**src/design/sciw_consts.svh**
```systemverilog
`ifndef SCIW_CONSTS_SVH
`define SCIW_CONSTS_SVH

// register indices; byte address is four times the index
`define SCIW_IDX_BDH 10'h070
`define SCIW_IDX_BDL 10'h071
`define SCIW_IDX_C1 10'h072
`define SCIW_IDX_C2 10'h073
`define SCIW_IDX_ST 10'h074
`define SCIW_IDX_DH 10'h076
`define SCIW_IDX_DL 10'h077

// reset values
`define SCIW_RST_BDH 8'h00
`define SCIW_RST_BDL 8'h04
`define SCIW_RST_C1 8'h00

// baud high layout
`define SCIW_BDH_TEST 7
`define SCIW_BDH_SPLIT 6
`define SCIW_BDH_DIV_HI 4

// control two layout
`define SCIW_C2_TXEN 3
`define SCIW_C2_RXEN 2
`define SCIW_C2_SLEEP 1
`define SCIW_C2_BREAK 0

// data upper layout
`define SCIW_DH_RX8 7
`define SCIW_DH_TX8 6

// oversampling: sixteen phases, votes on the middle three
`define SCIW_PH_LAST 4'hf
`define SCIW_PH_V0 4'h7
`define SCIW_PH_V1 4'h8
`define SCIW_PH_V2 4'h9
`define SCIW_DIV_ZERO 13'h0000
`define SCIW_DIV_ONE 13'h0001

// last data bit index for 8 and 9 bit frames
`define SCIW_LAST8 4'h7
`define SCIW_LAST9 4'h8

// idle threshold in samples: whole frame of ones
`define SCIW_IDLE8 8'ha0
`define SCIW_IDLE9 8'hb0

`endif

```
**src/design/sciw_pkg.sv**
```systemverilog
package sciw_pkg;

	// control one fields, msb first
	typedef struct packed {
		logic internal_loopback;
		logic open_drain_pins;
		logic rsv;
		logic word9;
		logic wakeAddr;
		logic idle_count_type;
		logic parity_enable;
		logic parity_odd_select;
	} sciw_ctrl1_s;

	// status one fields, msb first
	typedef struct packed {
		logic txEmpty;
		logic txDone;
		logic rx_full_flag;
		logic idle;
		logic overrun;
		logic noise_flag;
		logic framing_error_flag;
		logic parity_error_flag;
	} sciw_stat_s;

	typedef enum logic [3:0] {
		TX_IDLE = 4'b0001,
		TX_START = 4'b0010,
		TX_DATA = 4'b0100,
		TX_STOP = 4'b1000
	} sciw_tx_e;

	typedef enum logic [3:0] {
		RX_IDLE = 4'b0001,
		RX_START = 4'b0010,
		RX_DATA = 4'b0100,
		RX_STOP = 4'b1000
	} sciw_rx_e;

endpackage

```
**src/design/sciw_top.sv**
```systemverilog
// Our own choice: the APB slave port.
`timescale 1ns/1ps
`include "sciw_consts.svh"

// How it works
// - wake select one: msb marks address frame
// - frame is info bits plus marking msb
// - address mark clears sleep before stop bit
// - full buffer: set overrun, drop new word
// - overrun clears on status then data read
// - noise on any bit, shown with full
// - missing stop sets framing with full flag
// - framing plus overrun reports overrun only
// - framing flag blocks transfers until cleared
// - parity error set, cleared by read pair
// - baud is clock over sixteen times divisor
// - divisor zero stops the baud generator
// - loopback feeds transmitter into receiver
// - loopback holds pin high when enabled
// - open drain select makes pin open drain
// - word select picks nine or eight bits
// - idle type chooses where ones counting starts
// - odd or even parity bit value
// - bit five of two registers reads zero
// - sleep inhibits all receive flags
// - idle wake mode clears sleep on idle
// - lsb first, zero start, one stop
module sciw_top
	import sciw_pkg::*;
(
	input wire logic ref_clk,
	input wire logic sys_rst,
	input wire logic psel,
	input wire logic penable,
	input wire logic pwrite,
	input wire logic [11:0] paddr,
	input wire logic [31:0] pwdata,
	output logic [31:0] prdata,
	output logic pready,
	output logic pslverr,
	input wire logic rxdIn,
	output logic txdOut,
	output logic txdOe
);
	////////////////////////////////////////////////////////////////////
	// helpers
	// xor of the data bits below the top bit of the frame
	function automatic logic parityOf(input logic [8:0] w, input logic w9);
		parityOf = w9 ? ^w[7:0] : ^w[6:0];
	endfunction
	// index of the last data bit for the chosen word length
	function automatic logic [3:0] lastBit(input logic w9);
		lastBit = w9 ? `SCIW_LAST9 : `SCIW_LAST8;
	endfunction
	////////////////////////////////////////////////////////////////////
	// registers and state
	logic [7:0] baudHigh; // test bits plus divisor top
	logic [7:0] baudLow; // divisor low byte
	sciw_ctrl1_s ctrl1; // line format and modes
	logic tx_enable, rx_enable, receiver_sleep, sendBreak; // control two bits
	sciw_stat_s flags; // sticky receive flags live here
	sciw_stat_s armed; // flags seen by the last status read
	logic [8:0] rxData; // word handed to software
	logic txHigh; // ninth transmit bit, waits for low write
	logic [12:0] baud_divisor, baudCnt; // divisor and tick counter
	logic tick; // one cycle per sixteenth of a bit
	sciw_tx_e txState;
	logic [3:0] txPhase, txIdx;
	logic [8:0] txShift, txBuf;
	logic txPending;
	logic txBit; // serial output before pin handling
	sciw_rx_e rxState;
	logic [3:0] rxPhase, rxIdx;
	logic [8:0] rxShift, evWord; // shifter and finished word
	logic [2:0] votes;
	logic noiseAcc; // any bit of this frame disagreed
	logic evFrame; // pulse: frame finished
	logic evStopOk, evNoise, evParErr; // status of the finished frame
	logic evAddr; // pulse: address mark seen
	logic [7:0] idleCnt;
	logic idleArmed;
	logic evIdle; // pulse: idle line found
	logic rxLine, bitVal, bitNoisy; // receive line and vote result
	logic [9:0] regIdx;
	logic access, wrHit, rdHit, mapped; // bus decode
	logic [7:0] readMux;
	logic txLevel, txDrive; // pin level and drive request
	////////////////////////////////////////////////////////////////////
	// apb decode
	assign regIdx = paddr[11:2];
	assign access = psel && penable;
	assign wrHit = access && pwrite;
	assign rdHit = access && !pwrite;
	assign pready = 1'b1; // never waits; read data is caught in setup
	assign mapped = regIdx inside {`SCIW_IDX_BDH, `SCIW_IDX_BDL, `SCIW_IDX_C1,
		`SCIW_IDX_C2, `SCIW_IDX_ST, `SCIW_IDX_DH, `SCIW_IDX_DL};
	assign pslverr = access && !mapped;

	// read value of the addressed register
	always_comb begin
		unique case (regIdx)
			`SCIW_IDX_BDH: readMux = {baudHigh[7:6], 1'b0, baudHigh[4:0]};
			`SCIW_IDX_BDL: readMux = baudLow;
			`SCIW_IDX_C1: readMux = {ctrl1[7:6], 1'b0, ctrl1[4:0]};
			`SCIW_IDX_C2: readMux = {4'h0, tx_enable, rx_enable, receiver_sleep, sendBreak};
			`SCIW_IDX_ST: readMux = flags;
			`SCIW_IDX_DH: readMux = {rxData[8], txHigh, 6'h00};
			`SCIW_IDX_DL: readMux = rxData[7:0];
			default: readMux = 8'h00;
		endcase
	end

	// read data registered in the setup cycle so it comes from a flop
	always_ff @(posedge ref_clk) begin
		if (sys_rst) begin
			prdata <= 32'h0000_0000;
		end else if (psel && !penable) begin
			prdata <= {24'h00_0000, readMux};
		end
	end
	////////////////////////////////////////////////////////////////////
	// control registers
	// baud and control one; test bits stored only
	always_ff @(posedge ref_clk) begin
		if (sys_rst) begin
			baudHigh <= `SCIW_RST_BDH;
			baudLow <= `SCIW_RST_BDL;
			ctrl1 <= `SCIW_RST_C1;
		end else if (wrHit) begin
			if (regIdx == `SCIW_IDX_BDH) begin
				baudHigh <= {pwdata[7:6], 1'b0, pwdata[4:0]};
			end
			if (regIdx == `SCIW_IDX_BDL) begin
				baudLow <= pwdata[7:0];
			end
			if (regIdx == `SCIW_IDX_C1) begin
				ctrl1 <= {pwdata[7:6], 1'b0, pwdata[4:0]};
			end
		end
	end

	// control two; hardware wakes the sleeper, a software write wins
	always_ff @(posedge ref_clk) begin
		if (sys_rst) begin
			tx_enable <= 1'b0;
			rx_enable <= 1'b0;
			receiver_sleep <= 1'b0;
			sendBreak <= 1'b0;
		end else begin
			if (evAddr && ctrl1.wakeAddr) begin
				receiver_sleep <= 1'b0;
			end
			if (evIdle && !ctrl1.wakeAddr) begin
				receiver_sleep <= 1'b0;
			end
			if (wrHit && regIdx == `SCIW_IDX_C2) begin
				tx_enable <= pwdata[`SCIW_C2_TXEN];
				rx_enable <= pwdata[`SCIW_C2_RXEN];
				receiver_sleep <= pwdata[`SCIW_C2_SLEEP];
				sendBreak <= pwdata[`SCIW_C2_BREAK];
			end
		end
	end
	////////////////////////////////////////////////////////////////////
	// baud generator
	assign baud_divisor = {baudHigh[`SCIW_BDH_DIV_HI:0], baudLow};

	// one tick every divisor clocks gives sixteen ticks per bit
	always_ff @(posedge ref_clk) begin
		if (sys_rst || baud_divisor == `SCIW_DIV_ZERO) begin
			baudCnt <= `SCIW_DIV_ZERO;
			tick <= 1'b0;
		end else if (baudCnt >= baud_divisor - `SCIW_DIV_ONE) begin
			baudCnt <= `SCIW_DIV_ZERO;
			tick <= 1'b1;
		end else begin
			baudCnt <= baudCnt + `SCIW_DIV_ONE;
			tick <= 1'b0;
		end
	end
	////////////////////////////////////////////////////////////////////
	// transmitter
	// buffer and shifter; a low data write queues the word
	always_ff @(posedge ref_clk) begin
		if (sys_rst) begin
			txState <= TX_IDLE;
			txPhase <= 4'h0;
			txIdx <= 4'h0;
			txShift <= 9'h000;
			txBuf <= 9'h000;
			txPending <= 1'b0;
			txHigh <= 1'b0;
		end else begin
			if (tick) begin
				txPhase <= txPhase + 4'h1;
				unique case (txState)
					TX_IDLE: begin
						txPhase <= 4'h0;
						if (txPending && tx_enable) begin
							txShift <= txBuf;
							if (ctrl1.parity_enable) begin // parity takes the top bit
								txShift[lastBit(ctrl1.word9)] <=
									parityOf(txBuf, ctrl1.word9) ^ ctrl1.parity_odd_select;
							end
							txPending <= 1'b0;
							txState <= TX_START;
						end
					end
					TX_START: begin
						if (txPhase == `SCIW_PH_LAST) begin
							txIdx <= 4'h0;
							txState <= TX_DATA;
						end
					end
					TX_DATA: begin
						if (txPhase == `SCIW_PH_LAST) begin
							txShift <= {1'b0, txShift[8:1]};
							txIdx <= txIdx + 4'h1;
							if (txIdx == lastBit(ctrl1.word9)) begin
								txState <= TX_STOP;
							end
						end
					end
					TX_STOP: begin
						if (txPhase == `SCIW_PH_LAST) begin
							txState <= TX_IDLE;
						end
					end
				endcase
			end
			if (wrHit && regIdx == `SCIW_IDX_DH) begin
				txHigh <= pwdata[`SCIW_DH_TX8];
			end
			if (wrHit && regIdx == `SCIW_IDX_DL) begin
				txBuf <= {txHigh, pwdata[7:0]}; // upper byte joins here
				txPending <= 1'b1;
			end
		end
	end

	// serial level: zero start, data lsb first, one stop
	always_comb begin
		unique case (txState)
			TX_START: txBit = 1'b0;
			TX_DATA: txBit = txShift[0];
			default: txBit = 1'b1;
		endcase
	end

	// pin driver; loopback parks the pin at idle high
	assign txLevel = ctrl1.internal_loopback ? 1'b1 : (txBit && !sendBreak);
	assign txDrive = tx_enable || txState != TX_IDLE;

	// pin outputs from flops; open drain only ever pulls low
	always_ff @(posedge ref_clk) begin
		if (sys_rst) begin
			txdOut <= 1'b1;
			txdOe <= 1'b0;
		end else if (ctrl1.open_drain_pins) begin
			txdOut <= 1'b0;
			txdOe <= txDrive && !txLevel;
		end else begin
			txdOut <= txLevel;
			txdOe <= txDrive;
		end
	end
	////////////////////////////////////////////////////////////////////
	// receiver
	assign rxLine = ctrl1.internal_loopback ? txBit : rxdIn;
	assign bitVal = (votes[0] & votes[1]) | (votes[0] & votes[2]) | (votes[1] & votes[2]);
	assign bitNoisy = !(&votes) && |votes;

	// frame sampler at sixteen per bit; misses a start when divisor is zero
	always_ff @(posedge ref_clk) begin
		if (sys_rst || !rx_enable) begin
			rxState <= RX_IDLE;
			rxPhase <= 4'h0;
			rxIdx <= 4'h0;
			rxShift <= 9'h000;
			votes <= 3'h7;
			noiseAcc <= 1'b0;
			evFrame <= 1'b0;
			evAddr <= 1'b0;
			evStopOk <= 1'b0;
			evNoise <= 1'b0;
			evParErr <= 1'b0;
			evWord <= 9'h000;
		end else begin
			evFrame <= 1'b0;
			evAddr <= 1'b0;
			if (tick) begin
				rxPhase <= rxPhase + 4'h1;
				if (rxPhase inside {`SCIW_PH_V0, `SCIW_PH_V1, `SCIW_PH_V2}) begin
					votes <= {votes[1:0], rxLine};
				end
				unique case (rxState)
					RX_IDLE: begin
						rxPhase <= 4'h0;
						if (!rxLine) begin
							noiseAcc <= 1'b0;
							rxState <= RX_START;
						end
					end
					RX_START: begin
						if (rxPhase == `SCIW_PH_LAST) begin
							rxIdx <= 4'h0;
							noiseAcc <= bitNoisy;
							rxState <= bitVal ? RX_IDLE : RX_DATA; // false start drops out
						end
					end
					RX_DATA: begin
						if (rxPhase == `SCIW_PH_LAST) begin
							rxShift <= {bitVal, rxShift[8:1]};
							noiseAcc <= noiseAcc | bitNoisy;
							rxIdx <= rxIdx + 4'h1;
							if (rxIdx == lastBit(ctrl1.word9)) begin
								evAddr <= bitVal; // msb set marks an address frame
								rxState <= RX_STOP;
							end
						end
					end
					RX_STOP: begin
						if (rxPhase == `SCIW_PH_LAST) begin
							evFrame <= 1'b1;
							evStopOk <= bitVal;
							evNoise <= noiseAcc | bitNoisy;
							evWord <= ctrl1.word9 ? rxShift : {1'b0, rxShift[8:1]};
							evParErr <= ctrl1.parity_enable &&
								((^rxShift) ^ ctrl1.word9 ^ ctrl1.word9 ^
								(ctrl1.word9 ? 1'b0 : rxShift[0])) != ctrl1.parity_odd_select;
							rxState <= RX_IDLE;
						end
					end
				endcase
			end
		end
	end

	// idle detector: a whole frame of ones; long type waits for a stop bit
	always_ff @(posedge ref_clk) begin
		if (sys_rst || !rx_enable) begin
			idleCnt <= 8'h00;
			idleArmed <= 1'b1;
			evIdle <= 1'b0;
		end else begin
			evIdle <= 1'b0;
			if (!rxLine) begin
				idleCnt <= 8'h00;
				idleArmed <= 1'b1; // line was active, next idle counts again
			end else if (tick && (!ctrl1.idle_count_type || rxState == RX_IDLE)) begin
				if (idleCnt != (ctrl1.word9 ? `SCIW_IDLE9 : `SCIW_IDLE8)) begin
					idleCnt <= idleCnt + 8'h01;
				end else if (idleArmed) begin
					evIdle <= 1'b1;
					idleArmed <= 1'b0;
				end
			end
		end
	end
	////////////////////////////////////////////////////////////////////
	// receive flags and data
	// status read arms a clear; the next data read clears what was seen
	always_ff @(posedge ref_clk) begin
		if (sys_rst) begin
			flags <= 8'h00;
			armed <= 8'h00;
			rxData <= 9'h000;
		end else begin
			flags.txEmpty <= !txPending;
			flags.txDone <= !txPending && txState == TX_IDLE;
			if (rdHit && regIdx == `SCIW_IDX_ST) begin
				armed <= flags;
			end
			if (rdHit && regIdx == `SCIW_IDX_DL) begin
				flags[5:0] <= flags[5:0] & ~armed[5:0];
				armed <= 8'h00;
			end
			// sets come after the clear so an event in the same cycle survives
			if (evIdle && !receiver_sleep) begin
				flags.idle <= 1'b1;
			end
			if (evFrame && !receiver_sleep) begin
				if (flags.rx_full_flag) begin
					flags.overrun <= 1'b1;
				end else if (!flags.framing_error_flag) begin
					rxData <= evWord;
					flags.rx_full_flag <= 1'b1;
					flags.framing_error_flag <= !evStopOk;
					flags.noise_flag <= evNoise;
					flags.parity_error_flag <= evParErr;
				end
			end
		end
	end
endmodule

```
**config.mk**
```make
export PLATFORM = sky130hd
export DESIGN_NAME = sciw_top
export DESIGN_NICKNAME = d
export VERILOG_FILES = /design/src/design/sciw_pkg.sv /design/src/design/sciw_top.sv
export VERILOG_INCLUDE_DIRS = /design/src /design/src/design
export SDC_FILE = /design/constraint.sdc
export NUM_CORES = 1
export LEC_CHECK = 0
export BUFFER_PORTS_ARGS = -buffer_cell sky130_fd_sc_hd__buf_4
export CAP_MARGIN = 25
export CORE_MARGIN = 3
export CORE_UTILIZATION = 40
export DETAILED_ROUTE_END_ITERATION = 8
export GPL_TIMING_DRIVEN = 0
export PLACE_DENSITY_LB_ADDON = 0.2
export SETUP_SLACK_MARGIN = 0.3
export SKIP_CTS_REPAIR_TIMING = 1
export SYNTH_ARGS = -nofsm -noshare
export SYNTH_HDL_FRONTEND = slang
export SYNTH_SLANG_ARGS = --single-unit
```
**constraint.sdc**
```tcl
create_clock -name ref_clk -period 4.4 [get_ports ref_clk]
set_clock_uncertainty 0.15 [all_clocks]
set_input_delay 0.44 -clock ref_clk [delete_from_list [all_inputs] [get_ports ref_clk]]
set_output_delay 0.44 -clock ref_clk [all_outputs]
set_load 0.03 [all_outputs]
```
==> results.json <==
{
  "power.leakage_nw": 3.34,
  "ir_drop_mv": 0.250,
  "r2r_slack_ps": 660,
  "period_share_pct": 85.0,
  "cts_root_buf": "clkbuf_16",
  "period_needed_ps": 3740,
  "hp-start": "pwdata[5]",
  "hold_depth": 3,
  "drt-pass1-iter-count": 7,
  "cts_buffers": 17,
  "final_cell_mix": "154 x dfxtp_1, 129 x nand2_1, 115 x nor2_1",
  "final_util_pct": 47.4,
  "worst_pin_slew_ps": 879,
  "timing.rr.start": "baudLow[2]$_SDFFE_PP1P_",
  "final_common_cell": "dfxtp_1",
  "crit_arrival_ps": 3880,
  "synthSimpleGateAreaFrac_pct": 25.3,
  "synthAdderAreaFrac_pct": 3.82,
  "drt-total-wl_um": 19500,
  "rows": 50,
  "initial_utilization_pct": 41.2,
  "syn_inst": 929,
  "vias_per_cell": 5.13,
  "min_to": "baudLow[5]$_SDFFE_PP0P_",
  "synth.distinct_cells": 69,
  "fp.coreArea_um2": 19000,
  "htreeDepth": 4,
  "dpl-instance-area_um2": 8450,
  "dpl.hpwl_um": 14200,
  "holdWs_ps": 145,
  "wl_per_cell_um": 15.3,
  "finalWorstSetupSlack_ps": 662,
  "insertedDiodeCount": 0,
  "placed_cells": 1243,
  "die-area_um2": 21200,
  "r2r_cells": 10,
  "final.setup.tns_ps": 0,
  "synth-compound-area-share_pct": 13.7,
  "p_per_area_nw_per_um2": 335,
  "dpl_worst_slack_ps": 666,
  "finalHoldViolations": 0,
  "drt_iter0_markers": 415,
  "reg2reg_to": "baudCnt[2]$_SDFF_PP0_",
  "die_w_um": 146,
  "cts_tree": "done",
  "postSynthAreaPerCell_um2": 8.40,
  "syn2layout_area_growth_pct": 15.3,
  "ys_ff_latch": 154,
  "vias": 6536,
  "setup_viol": 0,
  "max_freq_ghz": 0.268,
  "grt_pass1_wl_um": 31800,
  "cts.path.max_buffers": 2,
  "worstSetupStartpointType": "flop",
  "synth_xor_area_share_pct": 5.39,
  "synth_top_area_cell": "dfxtp_1",
  "path_class": "reg2reg",
  "antenna_found_initial": 0,
  "grt_pass1_vias": 6035,
  "synthMuxAreaShare_pct": 6.56,
  "layout.nets": 1075,
  "finalMaxSlewViolations": 0,
  "grt_max_degree": 17,
  "synth_area_leaders": "dfxtp_1 40%, mux2i_1 6.4%, nand2_1 6.2%",
  "path_max_fanout": 10,
  "fin_cells": 1275,
  "drtAntennaViolNets": 0,
  "synth-main-ff-cell": "dfxtp_1",
  "maxSlewHeadroom_pct": 40.9,
  "io_buffers": 31,
  "place_congestion": 0.838,
  "grt_usage_pct": 18.4,
  "p_total_mw": 3.02,
  "drive_gt1_share_pct": 10.8,
  "rsz0062_at_grt": "no",
  "cp-end-kind": "flop",
  "critPathRequiredTime_ps": 4540,
  "hold_path_class": "in2reg",
  "drc": 0,
  "worstSkewPairLatency_ps": 420,
  "cts.clk_slew.worst_paths_ps": 60,
  "cap_violations": 0,
  "fp.dieH_um": 146,
  "final_area_um2": 8990,
  "synth_top_family_by_area": "simple AND/OR/NAND/NOR gates",
  "synthArstFlopShare_pct": 0,
  "synth_top_cell_area_share_pct": 39.5,
  "grt.overflow.total": 0,
  "cts_num_sinks": 154,
  "status": "finished, final reports clean",
  "ys_seq_area_share_pct": 39.5,
  "synth_edf_count": 0,
  "yosysWarnings": 0,
  "io_pins": 86,
  "synthesis.area_um2": 7800
}
-- final cells by class --
| type | count | area [µm²] |
|---|---|---|
| Fill cell | 1859 | 9960 |
| Multi-Input combinational cell | 709 | 4370 |
| Sequential cell | 154 | 3080 |
| Clock buffer | 26 | 509 |
| Buffer | 72 | 373 |
| Tap cell | 260 | 325 |
| Timing Repair Buffer | 31 | 233 |
| Inverter | 17 | 63.8 |
| Clock inverter | 6 | 37.5 |
-- report_power, final --
group | switching (mW) | internal [mW]
combinational | 0.155 | 0.0780
clock | 0.563 | 0.794
sequential | 0.0182 | 1.41
total | 0.737 | 2.28
-- critical path: stages (launching register included) --
cell and delay (ps):
dfxtp_1 370, or3_1 400, or3b_1 450, nor3_1 210, xnor2_1 100, ha_1 310
and4_1 210, nand3_1 110, o41ai_1 770, clkbuf_1 430, nor3_1 100
-- sequential cells by signal, summed over array words and instances (netlist names), 8 cells and up --
signal	flops
rxShift	9
rxData	9
txBuf	9
evWord	9
prdata	8
txShift	9
baudCnt	13
idleCnt	8
flags	8
baudLow	8
-- cells in the mapped netlist, types with 8 or more instances --
library cell / instances
dfxtp_1: 154
nand2_1: 129
nor2_1: 115
a21oi_1: 68
mux2i_1: 50
nand3_1: 40
clkbuf_1: 38
xnor2_1: 31
nor3_1: 29
buf_4: 25
ha_1: 23
xor2_1: 17
a22oi_1: 16
inv_1: 16
a211oi_1: 14
nand2b_1: 13
o21ai_0: 13
a22o_1: 12
nor2b_1: 12
and3_1: 11
a311oi_1: 8
nor4_1: 8
-- worst max path at each step --
stage / start / to / cells after the start
after CTS: baudLow[2]$_SDFFE_PP1P_ / baudCnt[2]$_SDFF_PP0_ / 10
after floorplan: baudLow[2]$_SDFFE_PP1P_ / baudCnt[10]$_SDFF_PP0_ / 10
final: baudLow[2]$_SDFFE_PP1P_ / baudCnt[2]$_SDFF_PP0_ / 10
after global routing: baudLow[2]$_SDFFE_PP1P_ / baudCnt[6]$_SDFF_PP0_ / 10
after global placement: baudLow[2]$_SDFFE_PP1P_ / baudCnt[2]$_SDFF_PP0_ / 10
after detailed placement: baudLow[2]$_SDFFE_PP1P_ / baudCnt[2]$_SDFF_PP0_ / 10
-- cells by family (layout without fill, tap and decap cells) --
group,Yosys count,count (layout)
AOI/OAI and AO/OA,159,159
xor gates and xnor gates,48,48
adders and majority gates,24,24
buffers and inverters,89,152
DFF,154,154
muxes,51,51
other,2,25
and+or+nand+nor,402,402
-- metal layers --
| layer | global-route usage [%] | share of wire [%] |
|---|---|---|
| met4 | 4.56 | 1.4 |
| met3 | 4.05 | 5.1 |
| met5 | 0 | 0 |
| met2 | 29.0 | 45 |
| met1 | 25.8 | 48 |
No activity file was read; power rests on OpenSTA's default activity.
